$ cat src/logic/twb_pkg.sv
// Purpose: shared constants and types of the two-wire protocol engine
// Assumes: one 50 MHz clock, quarter-bit timing from a divider
// Notes: status codes are read with the prescaler bits as zero
package twb_pkg;
    // ========================================================
    // engine states
    typedef enum logic [2:0] {
        ST_IDLE,  // bus released, not master
        ST_HOLD,  // master, clock held low, waiting for host
        ST_LOAD,  // waiting for a transmit byte from the fifo
        ST_START, // start or repeated start condition
        ST_BIT,   // one bit of a nine-bit packet
        ST_STOP   // stop condition
    } eng_state_t;
    // ========================================================
    // control word fields
    localparam int CTL_W = 4;
    localparam int CTL_ACK = 0;   // answer received bytes with ack
    localparam int CTL_STOP = 1;  // send stop
    localparam int CTL_START = 2; // send start
    localparam int CTL_CLEAR = 3; // write one clears the done flag
    // ========================================================
    // widths and counts
    localparam int BYTE_W = 8;
    localparam int DIV_W = 8;
    localparam int ADDR_W = 7;
    localparam int TX_FIFO_DEPTH = 4;
    localparam logic [3:0] ACK_IDX = 4'h8;     // ninth bit
    localparam logic [1:0] PH_LAST = 2'h3;     // last bit phase
    localparam logic [1:0] STOP_LAST = 2'h2;   // last stop phase
    localparam logic [8:0] Q_EXTRA = 9'h003;   // quarter = div + 4
    // ========================================================
    // status codes
    localparam logic [7:0] STS_START = 8'h08;
    localparam logic [7:0] STS_RSTART = 8'h10;
    localparam logic [7:0] STS_AW_ACK = 8'h18;
    localparam logic [7:0] STS_AW_NACK = 8'h20;
    localparam logic [7:0] STS_DW_ACK = 8'h28;
    localparam logic [7:0] STS_DW_NACK = 8'h30;
    localparam logic [7:0] STS_ARB_LOST = 8'h38;
    localparam logic [7:0] STS_AR_ACK = 8'h40;
    localparam logic [7:0] STS_AR_NACK = 8'h48;
    localparam logic [7:0] STS_DR_ACK = 8'h50;
    localparam logic [7:0] STS_DR_NACK = 8'h58;
    localparam logic [7:0] STS_NONE = 8'hF8;
endpackage : twb_pkg

$ cat src/logic/twb_fifo.sv
// Purpose: small synchronous fifo with valid and ready on both sides
// Assumes: single clock, asynchronous active-low reset
// Notes: in_ready is registered; data words are not reset
`timescale 1ns/1ps
module twb_fifo #(
    parameter int WIDTH = 8,
    parameter int DEPTH = 4
) (
    input wire logic clk,
    input wire logic rst_b,
    input wire logic in_valid,
    input wire logic [WIDTH-1:0] in_data,
    output logic in_ready,
    output logic out_valid,
    output logic [WIDTH-1:0] out_data,
    input wire logic out_ready
);
    localparam int AW = (DEPTH > 1) ? $clog2(DEPTH) : 1;
    // ========================================================
    // storage and pointers
    logic [WIDTH-1:0] mem [DEPTH]; // word storage
    logic [AW-1:0] wr_r;           // write pointer
    logic [AW-1:0] rd_r;           // read pointer
    logic [AW:0] cnt_r;            // words held
    logic [AW:0] cnt_nxt;          // words held next cycle
    logic push;
    logic pop;

    assign push = in_valid && in_ready;
    assign pop = out_valid && out_ready;
    assign out_valid = (cnt_r != '0);
    assign out_data = mem[rd_r];
    assign cnt_nxt = cnt_r + {{AW{1'b0}}, push} - {{AW{1'b0}}, pop};

    // ========================================================
    // word write
    always_ff @(posedge clk) begin
        if (push) begin
            mem[wr_r] <= in_data;
        end
    end

    // pointers, count and registered ready
    always_ff @(posedge clk or negedge rst_b) begin
        if (!rst_b) begin
            wr_r <= '0;
            rd_r <= '0;
            cnt_r <= '0;
            in_ready <= 1'b1;
        end else begin
            if (push) begin
                wr_r <= (wr_r == AW'(DEPTH - 1)) ? '0 : wr_r + 1'b1;
            end
            if (pop) begin
                rd_r <= (rd_r == AW'(DEPTH - 1)) ? '0 : rd_r + 1'b1;
            end
            cnt_r <= cnt_nxt;
            // full stalls the source
            in_ready <= (cnt_nxt != (AW + 1)'(DEPTH));
        end
    end
endmodule : twb_fifo

$ cat src/logic/two_wire_bus_protocol_engine.sv
// Purpose: master engine of a two-wire bus with arbitration
// Assumes: pins are wired-AND; oe high pulls the line low
// Notes: after a lost arbitration the engine clocks out the packet undriven, flags a match of its own address, then idles
`timescale 1ns/1ps
module two_wire_bus_protocol_engine import twb_pkg::*; #(
    parameter int FIFO_DEPTH = TX_FIFO_DEPTH
) (
    input wire logic clk,
    input wire logic rst_b,
    input wire logic scl_i,
    output logic scl_o,
    output logic scl_oe,
    input wire logic sda_i,
    output logic sda_o,
    output logic sda_oe,
    input wire logic [DIV_W-1:0] bit_rate_divider,
    input wire logic [ADDR_W-1:0] own_address,
    input wire logic ctl_wr,
    input wire logic [CTL_W-1:0] bus_control_register,
    input wire logic tx_valid,
    input wire logic [BYTE_W-1:0] tx_data,
    output logic tx_ready,
    output logic done,
    output logic [BYTE_W-1:0] bus_status_register,
    output logic [BYTE_W-1:0] rx_data,
    output logic addressed,
    output logic arb_lost
);
    // ========================================================
    // declarations
    eng_state_t state_r;            // engine state
    logic [1:0] phase_r;            // quarter phase of a step
    logic [3:0] bit_cnt_r;          // bit of the packet, 0..8
    logic [BYTE_W-1:0] shift_r;     // bus byte shift register
    logic [8:0] q_cnt_r;            // quarter counter
    logic [1:0] scl_sync_r;         // clock pin synchroniser
    logic [1:0] sda_sync_r;         // data pin synchroniser
    logic first_r;                  // packet is the address
    logic rx_mode_r;                // data packets are received
    logic ack_en_r;                 // ack the byte being received
    logic ack_rx_r;                 // ack seen from the receiver
    logic lost_r;                   // arbitration lost
    logic rep_r;                    // next start is a repeat
    logic pend_r;                   // start queued behind stop
    logic done_r;                   // operation complete flag
    logic [BYTE_W-1:0] status_r;    // status code
    logic [BYTE_W-1:0] rx_data_r;   // last byte seen on the bus
    logic addressed_r;              // own address seen after loss
    logic scl_oe_r;                 // clock pull-down
    logic sda_oe_r;                 // data pull-down
    logic scl_s;                    // synchronised clock level
    logic sda_s;                    // synchronised data level
    logic stall;                    // wait for a line to rise
    logic run;                      // quarter counter runs
    logic tick;                     // end of a quarter
    logic bit_step;                 // advance a bit phase
    logic go;                       // host starts an action
    logic tx_mode;                  // this packet is sent by us
    logic drv_low;                  // data level wanted, low
    logic byte_end;                 // ninth bit finishes
    logic fifo_valid;
    logic [BYTE_W-1:0] fifo_data;
    logic fifo_pop;

    // ========================================================
    // transmit byte buffer
    twb_fifo #(
        .WIDTH(BYTE_W),
        .DEPTH(FIFO_DEPTH)
    ) u_tx_fifo (
        .clk(clk),
        .rst_b(rst_b),
        .in_valid(tx_valid),
        .in_data(tx_data),
        .in_ready(tx_ready),
        .out_valid(fifo_valid),
        .out_data(fifo_data),
        .out_ready(fifo_pop)
    );

    // ========================================================
    // pin synchronisers, first stage feeds only the second
    always_ff @(posedge clk or negedge rst_b) begin
        if (!rst_b) begin
            scl_sync_r <= 2'h3;
            sda_sync_r <= 2'h3;
        end else begin
            scl_sync_r <= {scl_sync_r[0], scl_i};
            sda_sync_r <= {sda_sync_r[0], sda_i};
        end
    end

    assign scl_s = scl_sync_r[1];
    assign sda_s = sda_sync_r[1];

    // ========================================================
    // step control
    // a released line that stays low holds the phase
    assign stall = (state_r == ST_BIT && phase_r == 2'h2 && !scl_s)
        || (state_r == ST_START && phase_r == 2'h1
            && !(scl_s && sda_s))
        || (state_r == ST_STOP && phase_r == 2'h1 && !scl_s);
    assign run = (state_r == ST_START || state_r == ST_BIT
        || state_r == ST_STOP) && !stall;
    assign tick = run && (q_cnt_r == 9'h000);
    // another master pulling the clock ends our high early
    assign bit_step = tick || (state_r == ST_BIT
        && phase_r == PH_LAST && !scl_s);
    assign go = ctl_wr && bus_control_register[CTL_CLEAR]
        && (state_r == ST_IDLE || state_r == ST_HOLD);
    assign tx_mode = first_r || !rx_mode_r;
    // bits 0..7 from the sender, bit 8 from the receiver
    assign drv_low = !lost_r && ((bit_cnt_r < ACK_IDX)
        ? (tx_mode && !shift_r[7])
        : (!tx_mode && ack_en_r));
    assign byte_end = state_r == ST_BIT && bit_step
        && phase_r == PH_LAST && bit_cnt_r == ACK_IDX;
    assign fifo_pop = (state_r == ST_LOAD);

    // ========================================================
    // quarter-bit divider, reloads with divider plus margin
    always_ff @(posedge clk or negedge rst_b) begin
        if (!rst_b) begin
            q_cnt_r <= Q_EXTRA;
        end else if (!run || tick) begin
            // held while stretched, so high time is ours
            q_cnt_r <= {1'b0, bit_rate_divider} + Q_EXTRA;
        end else begin
            q_cnt_r <= q_cnt_r - 9'h001;
        end
    end

    // ========================================================
    // sequencer
    always_ff @(posedge clk or negedge rst_b) begin
        if (!rst_b) begin
            state_r <= ST_IDLE;
            phase_r <= 2'h0;
            bit_cnt_r <= 4'h0;
            first_r <= 1'b0;
            rx_mode_r <= 1'b0;
            rep_r <= 1'b0;
            pend_r <= 1'b0;
            ack_en_r <= 1'b0;
        end else begin
            case (state_r)
                ST_IDLE: begin
                    // only a start leaves idle
                    if (go && bus_control_register[CTL_START]) begin
                        state_r <= ST_START;
                        phase_r <= 2'h0;
                    end
                end
                ST_HOLD: begin
                    if (go) begin
                        phase_r <= 2'h0;
                        bit_cnt_r <= 4'h0;
                        ack_en_r <= bus_control_register[CTL_ACK];
                        if (bus_control_register[CTL_STOP]) begin
                            state_r <= ST_STOP;
                            pend_r <= bus_control_register[CTL_START];
                        end else if (bus_control_register[CTL_START]) begin
                            state_r <= ST_START;
                        end else if (tx_mode) begin
                            state_r <= ST_LOAD;
                        end else begin
                            state_r <= ST_BIT;
                        end
                    end
                end
                ST_LOAD: begin
                    // clock stays low until a byte is there
                    if (fifo_valid) begin
                        state_r <= ST_BIT;
                    end
                end
                ST_START: begin
                    if (tick) begin
                        if (phase_r == PH_LAST) begin
                            state_r <= ST_HOLD;
                            first_r <= 1'b1;
                            rep_r <= 1'b1;
                        end else begin
                            phase_r <= phase_r + 2'h1;
                        end
                    end
                end
                ST_BIT: begin
                    if (bit_step) begin
                        if (phase_r != PH_LAST) begin
                            phase_r <= phase_r + 2'h1;
                        end else if (bit_cnt_r != ACK_IDX) begin
                            phase_r <= 2'h0;
                            bit_cnt_r <= bit_cnt_r + 4'h1;
                        end else begin
                            // packet done; a loser lets the bus go
                            state_r <= lost_r ? ST_IDLE : ST_HOLD;
                            phase_r <= 2'h0;
                            first_r <= 1'b0;
                            if (lost_r) begin
                                rep_r <= 1'b0;
                            end
                            if (first_r) begin
                                rx_mode_r <= shift_r[0];
                            end
                        end
                    end
                end
                ST_STOP: begin
                    if (tick) begin
                        if (phase_r == STOP_LAST) begin
                            state_r <= pend_r ? ST_START : ST_IDLE;
                            phase_r <= 2'h0;
                            rep_r <= 1'b0;
                            pend_r <= 1'b0;
                        end else begin
                            phase_r <= phase_r + 2'h1;
                        end
                    end
                end
                default: begin
                    state_r <= ST_IDLE;
                end
            endcase
        end
    end

    // ========================================================
    // shift register, ack capture and arbitration watch
    always_ff @(posedge clk or negedge rst_b) begin
        if (!rst_b) begin
            shift_r <= 8'h00;
            ack_rx_r <= 1'b0;
            lost_r <= 1'b0;
        end else begin
            if (fifo_pop && fifo_valid) begin
                shift_r <= fifo_data;
            end else if (state_r == ST_BIT && tick
                && phase_r == 2'h2) begin
                if (bit_cnt_r < ACK_IDX) begin
                    // bus byte shifted in whoever sends it
                    shift_r <= {shift_r[6:0], sda_s};
                    if (tx_mode && !sda_oe_r && !sda_s) begin
                        lost_r <= 1'b1;
                    end
                end else begin
                    ack_rx_r <= !sda_s;
                    if (!tx_mode && !sda_oe_r && !sda_s) begin
                        lost_r <= 1'b1;
                    end
                end
            end else if (go && bus_control_register[CTL_START]) begin
                lost_r <= 1'b0;
            end
        end
    end

    // ========================================================
    // done flag, status and received byte
    always_ff @(posedge clk or negedge rst_b) begin
        if (!rst_b) begin
            done_r <= 1'b0;
            status_r <= STS_NONE;
            rx_data_r <= 8'h00;
            addressed_r <= 1'b0;
        end else begin
            // a set wins over a clear in the same cycle
            if (state_r == ST_START && tick && phase_r == PH_LAST) begin
                done_r <= 1'b1;
                status_r <= rep_r ? STS_RSTART : STS_START;
            end else if (byte_end) begin
                done_r <= 1'b1;
                rx_data_r <= shift_r;
                if (lost_r) begin
                    status_r <= STS_ARB_LOST;
                    addressed_r <= first_r
                        && (shift_r[7:1] == own_address);
                end else if (first_r) begin
                    status_r <= shift_r[0]
                        ? (ack_rx_r ? STS_AR_ACK : STS_AR_NACK)
                        : (ack_rx_r ? STS_AW_ACK : STS_AW_NACK);
                end else if (tx_mode) begin
                    status_r <= ack_rx_r ? STS_DW_ACK : STS_DW_NACK;
                end else begin
                    status_r <= ack_en_r ? STS_DR_ACK : STS_DR_NACK;
                end
            end else if (go) begin
                done_r <= 1'b0;
                addressed_r <= 1'b0;
            end else if (state_r == ST_STOP && tick
                && phase_r == STOP_LAST) begin
                status_r <= STS_NONE;
            end
        end
    end

    // ========================================================
    // line drive, one cycle behind the sequencer
    always_ff @(posedge clk or negedge rst_b) begin
        if (!rst_b) begin
            scl_oe_r <= 1'b0;
            sda_oe_r <= 1'b0;
        end else begin
            case (state_r)
                ST_IDLE: begin
                    scl_oe_r <= 1'b0;
                    sda_oe_r <= 1'b0;
                end
                ST_HOLD, ST_LOAD: begin
                    scl_oe_r <= 1'b1; // host time, clock kept low
                end
                ST_START: begin
                    // release data, release clock, data low
                    sda_oe_r <= (phase_r >= 2'h2);
                    if (phase_r != 2'h0) begin
                        scl_oe_r <= 1'b0;
                    end
                end
                ST_BIT: begin
                    // low half driven, high half released
                    scl_oe_r <= (phase_r < 2'h2);
                    if (phase_r == 2'h0) begin
                        sda_oe_r <= drv_low;
                    end
                end
                ST_STOP: begin
                    // data low, clock up, then data up
                    scl_oe_r <= (phase_r == 2'h0);
                    sda_oe_r <= (phase_r != STOP_LAST);
                end
                default: begin
                    scl_oe_r <= 1'b0;
                    sda_oe_r <= 1'b0;
                end
            endcase
        end
    end

    // ========================================================
    // outputs
    always_ff @(posedge clk or negedge rst_b) begin
        if (!rst_b) begin
            scl_o <= 1'b0;
            sda_o <= 1'b0;
        end else begin
            scl_o <= 1'b0;
            sda_o <= 1'b0;
        end
    end

    assign scl_oe = scl_oe_r;
    assign sda_oe = sda_oe_r;
    assign done = done_r;
    assign bus_status_register = status_r;
    assign rx_data = rx_data_r;
    assign addressed = addressed_r;
    assign arb_lost = lost_r;
endmodule : two_wire_bus_protocol_engine

$ cat config.mk
export PLATFORM = sky130hd
export DESIGN_NAME = two_wire_bus_protocol_engine
export DESIGN_NICKNAME = d
export VERILOG_FILES = /design/src/logic/twb_pkg.sv /design/src/logic/twb_fifo.sv /design/src/logic/two_wire_bus_protocol_engine.sv
export SDC_FILE = /design/constraint.sdc
export NUM_CORES = 1
export LEC_CHECK = 0
export ABC_AREA = 1
export BUFFER_PORTS_ARGS = -buffer_cell sky130_fd_sc_hd__buf_2
export CAP_MARGIN = 15
export CELL_PAD_IN_SITES_DETAIL_PLACEMENT = 1
export CELL_PAD_IN_SITES_GLOBAL_PLACEMENT = 2
export CORE_MARGIN = 2
export CORE_UTILIZATION = 39
export DETAILED_ROUTE_END_ITERATION = 6
export PLACE_DENSITY = 0.95
export SYNTH_ARGS = -nofsm -noshare
export SYNTH_HDL_FRONTEND = slang
export SYNTH_SLANG_ARGS = --single-unit
$ cat constraint.sdc
create_clock -name clk -period 6 [get_ports clk]
set_clock_uncertainty 0.15 [all_clocks]
set_input_delay 0.3 -clock clk [delete_from_list [all_inputs] [get_ports clk]]
set_output_delay 0.3 -clock clk [all_outputs]
set_load 0.01 [all_outputs]
==> impl_metrics.csv, run 1 <==
group,metric,value,unit
placement,portBuffers,51,
pwr,switching_share,0.404,
timing,worst_pin_slew,0.795,ns
synth,async_reset_ff_frac,0.660,
pwr,p_per_area,434,nW/um^2
timing,finalSetupViolCount,0,
grt,met2_usage,0.332,
timing,worst_slack,3.00,ns
drt,antenna_left,0,
critical_path,worstPathMaxFanout,10,
floorplanning,start_util,0.396,
cells_and_area,regArea,2530,um^2
clocking,clkLatencyLatePin,0.34,ns
clocking,clockBufferDepth,2,
cells_and_area,n_fill_cell,1509,
clocking,post_cts_resized,0,
drt,drc,0,
cells_and_area,syn_to_final_growth,14.2,%
critical_path,cp-start-kind,"register",
timing,slew_headroom,0.470,
drt,drt_iter0_markers,140,
cells_and_area,diodes,0,
placement,dp.cells,755,
grt,met3_usage,0.0237,
floorplanning,io_pins,57,
critical_path,cp_data_arrival_time,3.07,ns
pwr,cell_internal_pwr,1470,uW
synth,synth_top_area_cell,"dfrtp_1",
synth,synth_top_area_frac,0.252,
synth,synth_area_per_cell,9.12,um^2
timing,whs,-0.0357,ns
synth,synth_flop_cell,"dfrtp_1",
floorplanning,die_area,13600,um^2
synth,netlist_area,4960,um^2
pwr,irDropWorstVdd,0.145,mV
placement,dp_hpwl,8760,um
timing,fmax,333,MHz
synth,ys_warn_count,0,
synth,synth_edf_count,32,
clocking,cts_tree,"yes",
clocking,cts_buffers,9,
synth,ys_seq_area_frac,0.509,
timing,min_period,3.00,ns
synth,synth.distinct_cells,45,
pwr,p_seq_frac,0.399,
critical_path,rrSetupSlack,3.00,ns
timing,fin_setup_tns,0,ns
synth,netlist_instances,544,
synth,yosys_register_bits,94,
clocking,clk_pin_slew,0.07,ns
critical_path,end_kind,"register",
floorplanning,num_rows,41,
timing,hold_violations,32,
floorplanning,core,12500,um^2
drt,drt-total-wl,11900,um
timing,fin_crit_sh,0.500,
critical_path,path_class,"register to register",
pwr,combPwrFrac,0.363,
clocking,clock-sinks,94,
drt,wl_per_cell,15.3,um
pwr,power.total,2460,uW
floorplanning,dieHeight,117,um
placement,pre_cts_ws,2.31,ns
drt,via_per_inst,5.00,
drt,vias,3872,
grt,grt_use_met1,0.233,
synth,yosysMostFrequentCell,"nand2_1",
cells_and_area,drive_above_1_share,0.169,
pwr,power.switching,992,uW
grt,antenna_found_initial,0,
min_path,hold_path.class,"primary input to async pin",
placement,globalplace.congestion,0.908,
status,violations,"negative hold slack",
cells_and_area,multi_input_area,2070,um^2
job,drv_cap,0,
clocking,cts-root-buf,"clkbuf_16",
cells_and_area,nets,651,
grt,grt-ovfl-total,0,
critical_path,cp.required,6.07,ns
timing,rsz0062_at_grt,"no",
grt,grt_start_max_net_pins,63,
pwr,p_leak,0.00253,uW
timing,final_max_slew_viol_count,0,
status,status,"finished with violations",
cells_and_area,fin_cells,774,
grt,grt_pass1_wl,19600,um
synth,netlist_top_cells_count,"nand2_1, o21ai_0, inv_1, dfrtp_1, nor2_1",
grt,grt_pass1_vias,4095,
floorplanning,die_w,117,um
synth,synth_area_leaders,"dfrtp_1, edfxtp_1, nand2_1",
grt,track_usage,0.186,
drt,firstDrtPassIters,4,
clocking,htreeDepth,3,
pwr,p_clk_frac,0.238,
grt,busiest_layer,"met2",
==> stage by stage <==
step,area (um^2),hold slack [ns],util
detailed placement,5330,0.204,0.426
floorplan,4980,-0.146,-
CTS,5660,0.00966,0.452
global placement,5330,0.198,0.426
global route,5670,0.0270,0.453
finish,5670,-0.0357,0.453
==> worst max-delay path: stages, from the launching register on <==
cell     delay (ns)
dfrtp_1        0.57
nor3_1         0.38
inv_1          0.11
nor2_1         0.22
ha_1           0.27
inv_1          0.06
ha_1           0.13
inv_1          0.05
fa_1           0.38
xnor2_1        0.24
xor2_1         0.23
inv_1          0.08
==> sequential cells by signal, indices dropped and copies added (netlist names), 2 cells and up <==
| register | count |
|---|---|
| u_tx_fifo.cnt_r | 3 |
| u_tx_fifo.mem | 32 |
| u_tx_fifo.wr_r | 2 |
| bit_cnt_r | 4 |
| state_r | 3 |
| shift_r | 8 |
| phase_r | 2 |
| rx_data | 8 |
| scl_sync_r | 2 |
| u_tx_fifo.rd_r | 2 |
| sda_sync_r | 2 |
| q_cnt_r | 9 |
| bus_status_register | 5 |
==> power by group through the flow <==
stage	sequential (uW)	combinational, uW	clock, uW
floorplan	921	705	0
global placement	973	827	0
detailed placement	990	875	0
finish	980	893	585
CTS	981	895	594
global route	1010	1010	619
==> what timing repair did <==
item / CTS / global route
buffers inserted: 0 / 0
hold buffers: 2 / 0
endpoints found under the hold margin: 2 / 0
==> logic make-up after synthesis <==
kind of cell,Yosys count,synth area share
and+or+nand+nor,210,0.199
AOI/OAI and AO/OA,108,0.116
DFF,94,0.509
buffers and inverters,85,0.0759
xor gates and xnor gates,24,0.0424
adders and majority gates,21,0.0545
other,1,0.000756
muxes,1,0.00202
==> area by class of cell <==
cell class,count,share of cell area
Clock inverter,7,0.0139
Timing Repair Buffer,55,0.0512
Sequential cell,94,0.446
Clock buffer,9,0.0398
Multi-Input combinational cell,369,0.366
Tap cell,172,0.0380
Inverter,68,0.0451
==> cell usage in the layout (no fill, tap or decap), types with 20 or more instances in the layout <==
cell	synthesis	final
nor2_1	48	48
nand3_1	24	24
o21ai_0	66	66
ha_1	20	20
nand2_1	97	97
buf_2	4	51
dfrtp_1	50	50
inv_1	63	63
edfxtp_1	32	32
==> worst paths after layout <==
kind | from | end | depth (start not counted)
worst min register to register | scl_sync_r[0] | scl_sync_r[1] | 0
worst min-delay path | rst_b | rx_data[2] | 2
worst max register to register | state_r[2] | u_tx_fifo.cnt_r[2] | 11
max in group asynchronous | rst_b | state_r[1] | 2
min in group clk | tx_data[5] | u_tx_fifo.mem[3][5] | 1
worst max-delay path | state_r[2] | u_tx_fifo.cnt_r[2] | 11
==> routing by layer <==
metal	part of all wire	up-vias
met5	0	-
met4	0.016	0
met3	0.032	14
met2	0.50	66
met1	0.45	1888
li1	-	1904
(Power assumes the default switching activity.)
==> run 2: changes to the inputs <==
Settings changed: CORE_UTILIZATION 39 to 33, PLACE_DENSITY 0.95 to 0.87.
Clock period 6 ns to 2.5 ns, I/O delays scaled along.
==> impl_metrics.csv, run 2 (synthesis results as in run 1) <==
group,metric,value,unit
cells_and_area,final_area,6020,um^2
critical_path,worstPathMaxFanout,3,
cells_and_area,top_register,"u_tx_fifo.mem",
grt,grt_pass1_wl,21300,um
placement,globalplace.congestion,0.886,
timing,rsz0062_at_grt,"yes",
placement,dp_hpwl,9200,um
floorplanning,die_w,127,um
critical_path,r2r-start,"state_r[1]",
critical_path,r2r_end,"u_tx_fifo.in_ready",
floorplanning,num_rows,44,
pwr,p_per_area,1010,nW/um^2
job,drv_cap,0,
cells_and_area,n_fill_cell,1682,
critical_path,cp-start-kind,"register",
drt,drt-total-wl,12600,um
timing,final_max_slew_viol_count,0,
cells_and_area,fin_cells,818,
floorplanning,core,14600,um^2
cells_and_area,reg.largest.list,"u_tx_fifo.mem: 32 flops, q_cnt_r: 9 flops",
clocking,cts-root-buf,"clkbuf_16",
clocking,clock-sinks,94,
status,status,"completed",
min_path,holdCritStartpoint,"bit_rate_divider[3]",
clocking,clkLatencyLatePin,0.35,ns
grt,grt_start_max_net_pins,63,
grt,track_usage,0.167,
drt,wl_per_cell,15.4,um
critical_path,cp-startpoint,"state_r[1]",
critical_path,cp_data_arrival_time,2.51,ns
floorplanning,die_area,16000,um^2
placement,portBuffers,51,
critical_path,end_kind,"register",
critical_path,rrSetupSlack,0.13,ns
timing,hold_violations,0,
timing,finalSetupViolCount,0,
placement,placed_area,5470,um^2
timing,fin_crit_sh,0.948,
critical_path,rr_worst_depth,13,
drt,drc,0,
drt,drt_iter0_markers,319,
floorplanning,dieHeight,127,um
pwr,irDropWorstVdd,0.387,mV
drt,antenna_left,0,
critical_path,path_class,"register to register",
critical_path,worstSetupEndpoint,"u_tx_fifo.in_ready",
cells_and_area,syn_to_final_growth,21.4,%
drt,firstDrtPassIters,5,
clocking,htreeDepth,3,
grt,grt_pass1_vias,4232,
cells_and_area,final_cell_mix,"nand2_1, o21ai_0, inv_1",
floorplanning,start_util,0.340,
grt,grt-ovfl-total,0,
critical_path,cp.required,2.64,ns
cells_and_area,nets,683,
cells_and_area,final_common_cell,"nand2_1",
timing,fin_setup_tns,0,ns
cells_and_area,diodes,0,
clocking,clockBufferDepth,2,
floorplanning,io_pins,57,
timing,fmax,422,MHz
drt,via_per_inst,4.92,
placement,dp.cells,779,
min_path,hold_path.class,"primary input to register",
cells_and_area,drive_above_1_share,0.200,
cells_and_area,largest_reg_flops,32,
clocking,cts_tree,"yes",
pwr,p_leak,0.00267,uW
grt,antenna_found_initial,0,
clocking,cts_buffers,9,
drt,vias,4022,
clocking,clk_pin_slew,0.07,ns
cells_and_area,post-route-util,0.413,
timing,min_period,2.37,ns
## run 2: cell count changes in the layout (fill, tap and decap cells not counted), moves of 2 or more
cell,before,now
buf_4,2,15
clkinvlp_4,0,2
dlygate4sd3_1,2,20
ha_1,20,18
ha_4,0,2
inv_1,63,60
inv_2,5,7
nor3_1,9,7
nor3_4,1,3
## run 2: through the flow
step / setup WS [ns] / hold slack [ns] / power [uW]
after floorplan: 0.000569 / -0.321 / 3930
after global placement: 0.157 / 0.0157 / 4460
after detailed placement: -0.0930 / 0.0282 / 4610
after CTS: 0.0220 / 0.00408 / 6030
after global routing: -0.0292 / 0.0475 / 6600
final: 0.130 / 0.00748 / 6100
## run 2: area by class of cell
cell class / instances / area, um^2 / area share
timing repair buffer: 87 / 588 / 0.0976
sequential: 94 / 2530 / 0.420
clock inverter: 6 / 52.6 / 0.00872
tap: 184 / 230 / 0.0382
multi-input combinational: 369 / 2140 / 0.355
clock buffer: 10 / 229 / 0.0380
inverter: 68 / 258 / 0.0428
## run 2: what timing repair did
| action | CTS | global route |
|---|---|---|
| hold buffers | 20 | 0 |
| setup buffers | 0 | 3 |
| endpoints found under the setup margin | 2 | 2 |
| endpoints found under the hold margin | 106 | 0 |
| pin swaps | 0 | 8 |
| resized for setup | 2 | 11 |
## run 2: how the worst min path moves through the flow
stage | depth (start not counted) | slack (ns) | endpoint
2_1_floorplan | 0 | -0.32 | ack_en_r
3_3_place_gp | 2 | 0.02 | done
3_5_place_dp | 2 | 0.03 | done
4_1_cts | 3 | 0.004 | q_cnt_r[3]
5_1_grt | 3 | 0.05 | q_cnt_r[3]
6_report | 3 | 0.007 | q_cnt_r[3]
## run 2: per-layer routing
layer / share of wire / vias to the layer above / track usage
met4: 0.018 / 0 / 0.0659
met2: 0.50 / 77 / 0.287
met5: 0 / - / 0
met1: 0.45 / 1956 / 0.213
met3: 0.031 / 17 / 0.0215
li1: - / 1972 / -
## run 2: power breakdown
part | switching [uW] | leakage [uW] | internal (uW) | total [uW]
registers | 262 | 0.00107 | 2000 | 2260
clock network | 641 | 0.000132 | 691 | 1330
logic | 1600 | 0.00147 | 906 | 2500
total | 2500 | 0.00267 | 3600 | 6100
## run 2: critical path, stage by stage (launching register included)
cell and delay, ns:
dfrtp_1 0.37, inv_2 0.06, nor3_4 0.23, inv_2 0.08, nor2_4 0.14, ha_4 0.21, inv_4 0.05, ha_4 0.11
inv_2 0.04, fa_2 0.36, xnor2_2 0.17, xor2_1 0.19, inv_1 0.08, nand2_1 0.07
==> run 3: changes to the inputs <==
Settings changed: BUFFER_PORTS_ARGS -buffer_cell sky130_fd_sc_hd__buf_2 to unset, CORE_UTILIZATION 33 to 36, DONT_BUFFER_PORTS set to 1.
==> impl_metrics.csv, run 3 (synthesis results as in run 1) <==
group,metric,value,unit
clocking,clockBufferDepth,2,
timing,fin_setup_tns,0,ns
floorplanning,num_rows,42,
grt,grt-ovfl-total,0,
clocking,clk_pin_slew,0.07,ns
floorplanning,core,13300,um^2
grt,grt_start_max_net_pins,63,
pwr,cell_internal_pwr,3590,uW
timing,fmax,427,MHz
placement,dp.cells,720,
drt,antenna_left,0,
clocking,htreeDepth,3,
cells_and_area,nets,638,
floorplanning,die_w,121,um
critical_path,worstPathMaxFanout,3,
cells_and_area,drive_above_1_share,0.134,
drt,via_per_inst,4.97,
pwr,p_per_area,1030,nW/um^2
cells_and_area,largest_reg_flops,32,
critical_path,cpMaxStageDelayCell,"fa_2",
placement,pre_cts_ws,0.0432,ns
timing,fin_crit_sh,0.938,
placement,portBuffers,0,
pwr,p_clk_frac,0.221,
critical_path,cpMostUsedCell,"inv_2",
status,status,"completed",
timing,min_period,2.34,ns
timing,finalSetupViolCount,0,
cells_and_area,final_cell_mix,"nand2_1, o21ai_0, inv_1",
cells_and_area,fin_cells,765,
critical_path,cp_top_family,"adder cells",
drt,firstDrtPassIters,4,
critical_path,cp_data_arrival_time,2.43,ns
floorplanning,start_util,0.372,
placement,globalplace.congestion,0.866,
clocking,clock-sinks,94,
job,drv_cap,0,
critical_path,crit_path_max_incr_delay,0.38,ns
clocking,cts_buffers,9,
pwr,power.switching,2450,uW
grt,grt_pass1_wl,20400,um
critical_path,cp.required,2.59,ns
pwr,switching_share,0.406,
clocking,cts_tree,"yes",
drt,drt_iter0_markers,182,
drt,drt-total-wl,12300,um
drt,vias,3804,
clocking,cts-root-buf,"clkbuf_16",
pwr,p_seq_frac,0.378,
floorplanning,die_area,14700,um^2
floorplanning,dieHeight,121,um
drt,drc,0,
critical_path,path_cells,"inv_2, nor3_4, inv_2, nor2_4, ha_4, inv_2, ha_4, inv_2, fa_2, xnor2_2, xor2_1, inv_1",
critical_path,end_kind,"register",
grt,grt_pass1_vias,4074,
critical_path,cp-start-kind,"register",
critical_path,path_buf_inv,5,
cells_and_area,top_register,"u_tx_fifo.mem",
clocking,clkLatencyLatePin,0.35,ns
pwr,power.total,6040,uW
timing,worst_slack,0.155,ns
pwr,p_leak,0.00248,uW
critical_path,path_class,"register to register",
grt,antenna_found_initial,0,
drt,wl_per_cell,16.1,um
placement,dp_hpwl,8860,um
pwr,combPwrFrac,0.402,
timing,final_max_slew_viol_count,0,
cells_and_area,reg.largest.list,"u_tx_fifo.mem: 32 flops, q_cnt_r: 9 flops",
cells_and_area,syn_to_final_growth,17.6,%
pwr,irDropWorstVdd,0.361,mV
cells_and_area,final_common_cell,"nand2_1",
timing,hold_violations,0,
grt,track_usage,0.180,
floorplanning,io_pins,57,
cells_and_area,diodes,0,
min_path,hold_path.class,"primary input to register",
-- run 3: metal layers --
| metal | vias to the layer above | global-route usage | wire length, um |
|---|---|---|---|
| met2 | 73 | 0.303 | 6000 |
| met3 | 15 | 0.0493 | 620 |
| li1 | 1882 | - | - |
| met4 | 0 | 0.0560 | 195 |
| met1 | 1834 | 0.225 | 5530 |
| met5 | - | 0 | 0 |
-- run 3: power groups by stage --
stage               logic (uW)  registers [uW]  clock network [uW]
global route              2770            2330                1440
finish                    2420            2280                1330
floorplan                 1720            2210                   0
detailed placement        2230            2300                   0
global placement          2130            2270                   0
CTS                       2320            2270                1380
-- run 3: final timing paths --
check	slack, ns	cells past startpoint	startpoint	to
worst min register to register	0.21	0	scl_sync_r[0]	scl_sync_r[1]
worst max register to register	0.16	12	state_r[1]	u_tx_fifo.cnt_r[2]
worst max-delay path	0.16	12	state_r[1]	u_tx_fifo.cnt_r[2]
min in group asynchronous	0.17	2	rst_b	addressed
max in group asynchronous	1.71	2	rst_b	q_cnt_r[0]
worst min-delay path	0.006	4	bus_control_register[1]	state_r[0]
-- run 3: tightest hold or removal path, cell delays in order --
cell	delay, ns
nor2_1	0.02
nor2_1	0.10
nor4_1	0.06
o21ai_0	0.16
-- run 3: cell type report --
| type | count | area, um^2 |
|---|---|---|
| multi-input combinational | 369 | 2140 |
| fill | 1555 | 7510 |
| timing repair buffer | 42 | 395 |
| clock inverter | 7 | 67.6 |
| inverter | 68 | 255 |
| tap | 176 | 220 |
| sequential | 94 | 2530 |
| clock buffer | 9 | 225 |
-- run 3: stage by stage --
stage / area (um^2) / utilization / hold slack, ns
final: 5830 / 0.437 / 0.00607
after global routing: 5830 / 0.437 / 0.0567
after CTS: 5750 / 0.431 / 0.00228
after detailed placement: 5190 / 0.389 / -0.318
after global placement: 5190 / 0.389 / -0.318
after floorplan: 4990 / - / -0.321
-- run 3: what timing repair did --
item                                    in CTS  in global routing
hold buffers                                25                  0
endpoints found under the setup margin       0                  3
resized for setup                            0                 12
endpoints found under the hold margin      109                  0
buffers inserted                             0                  4
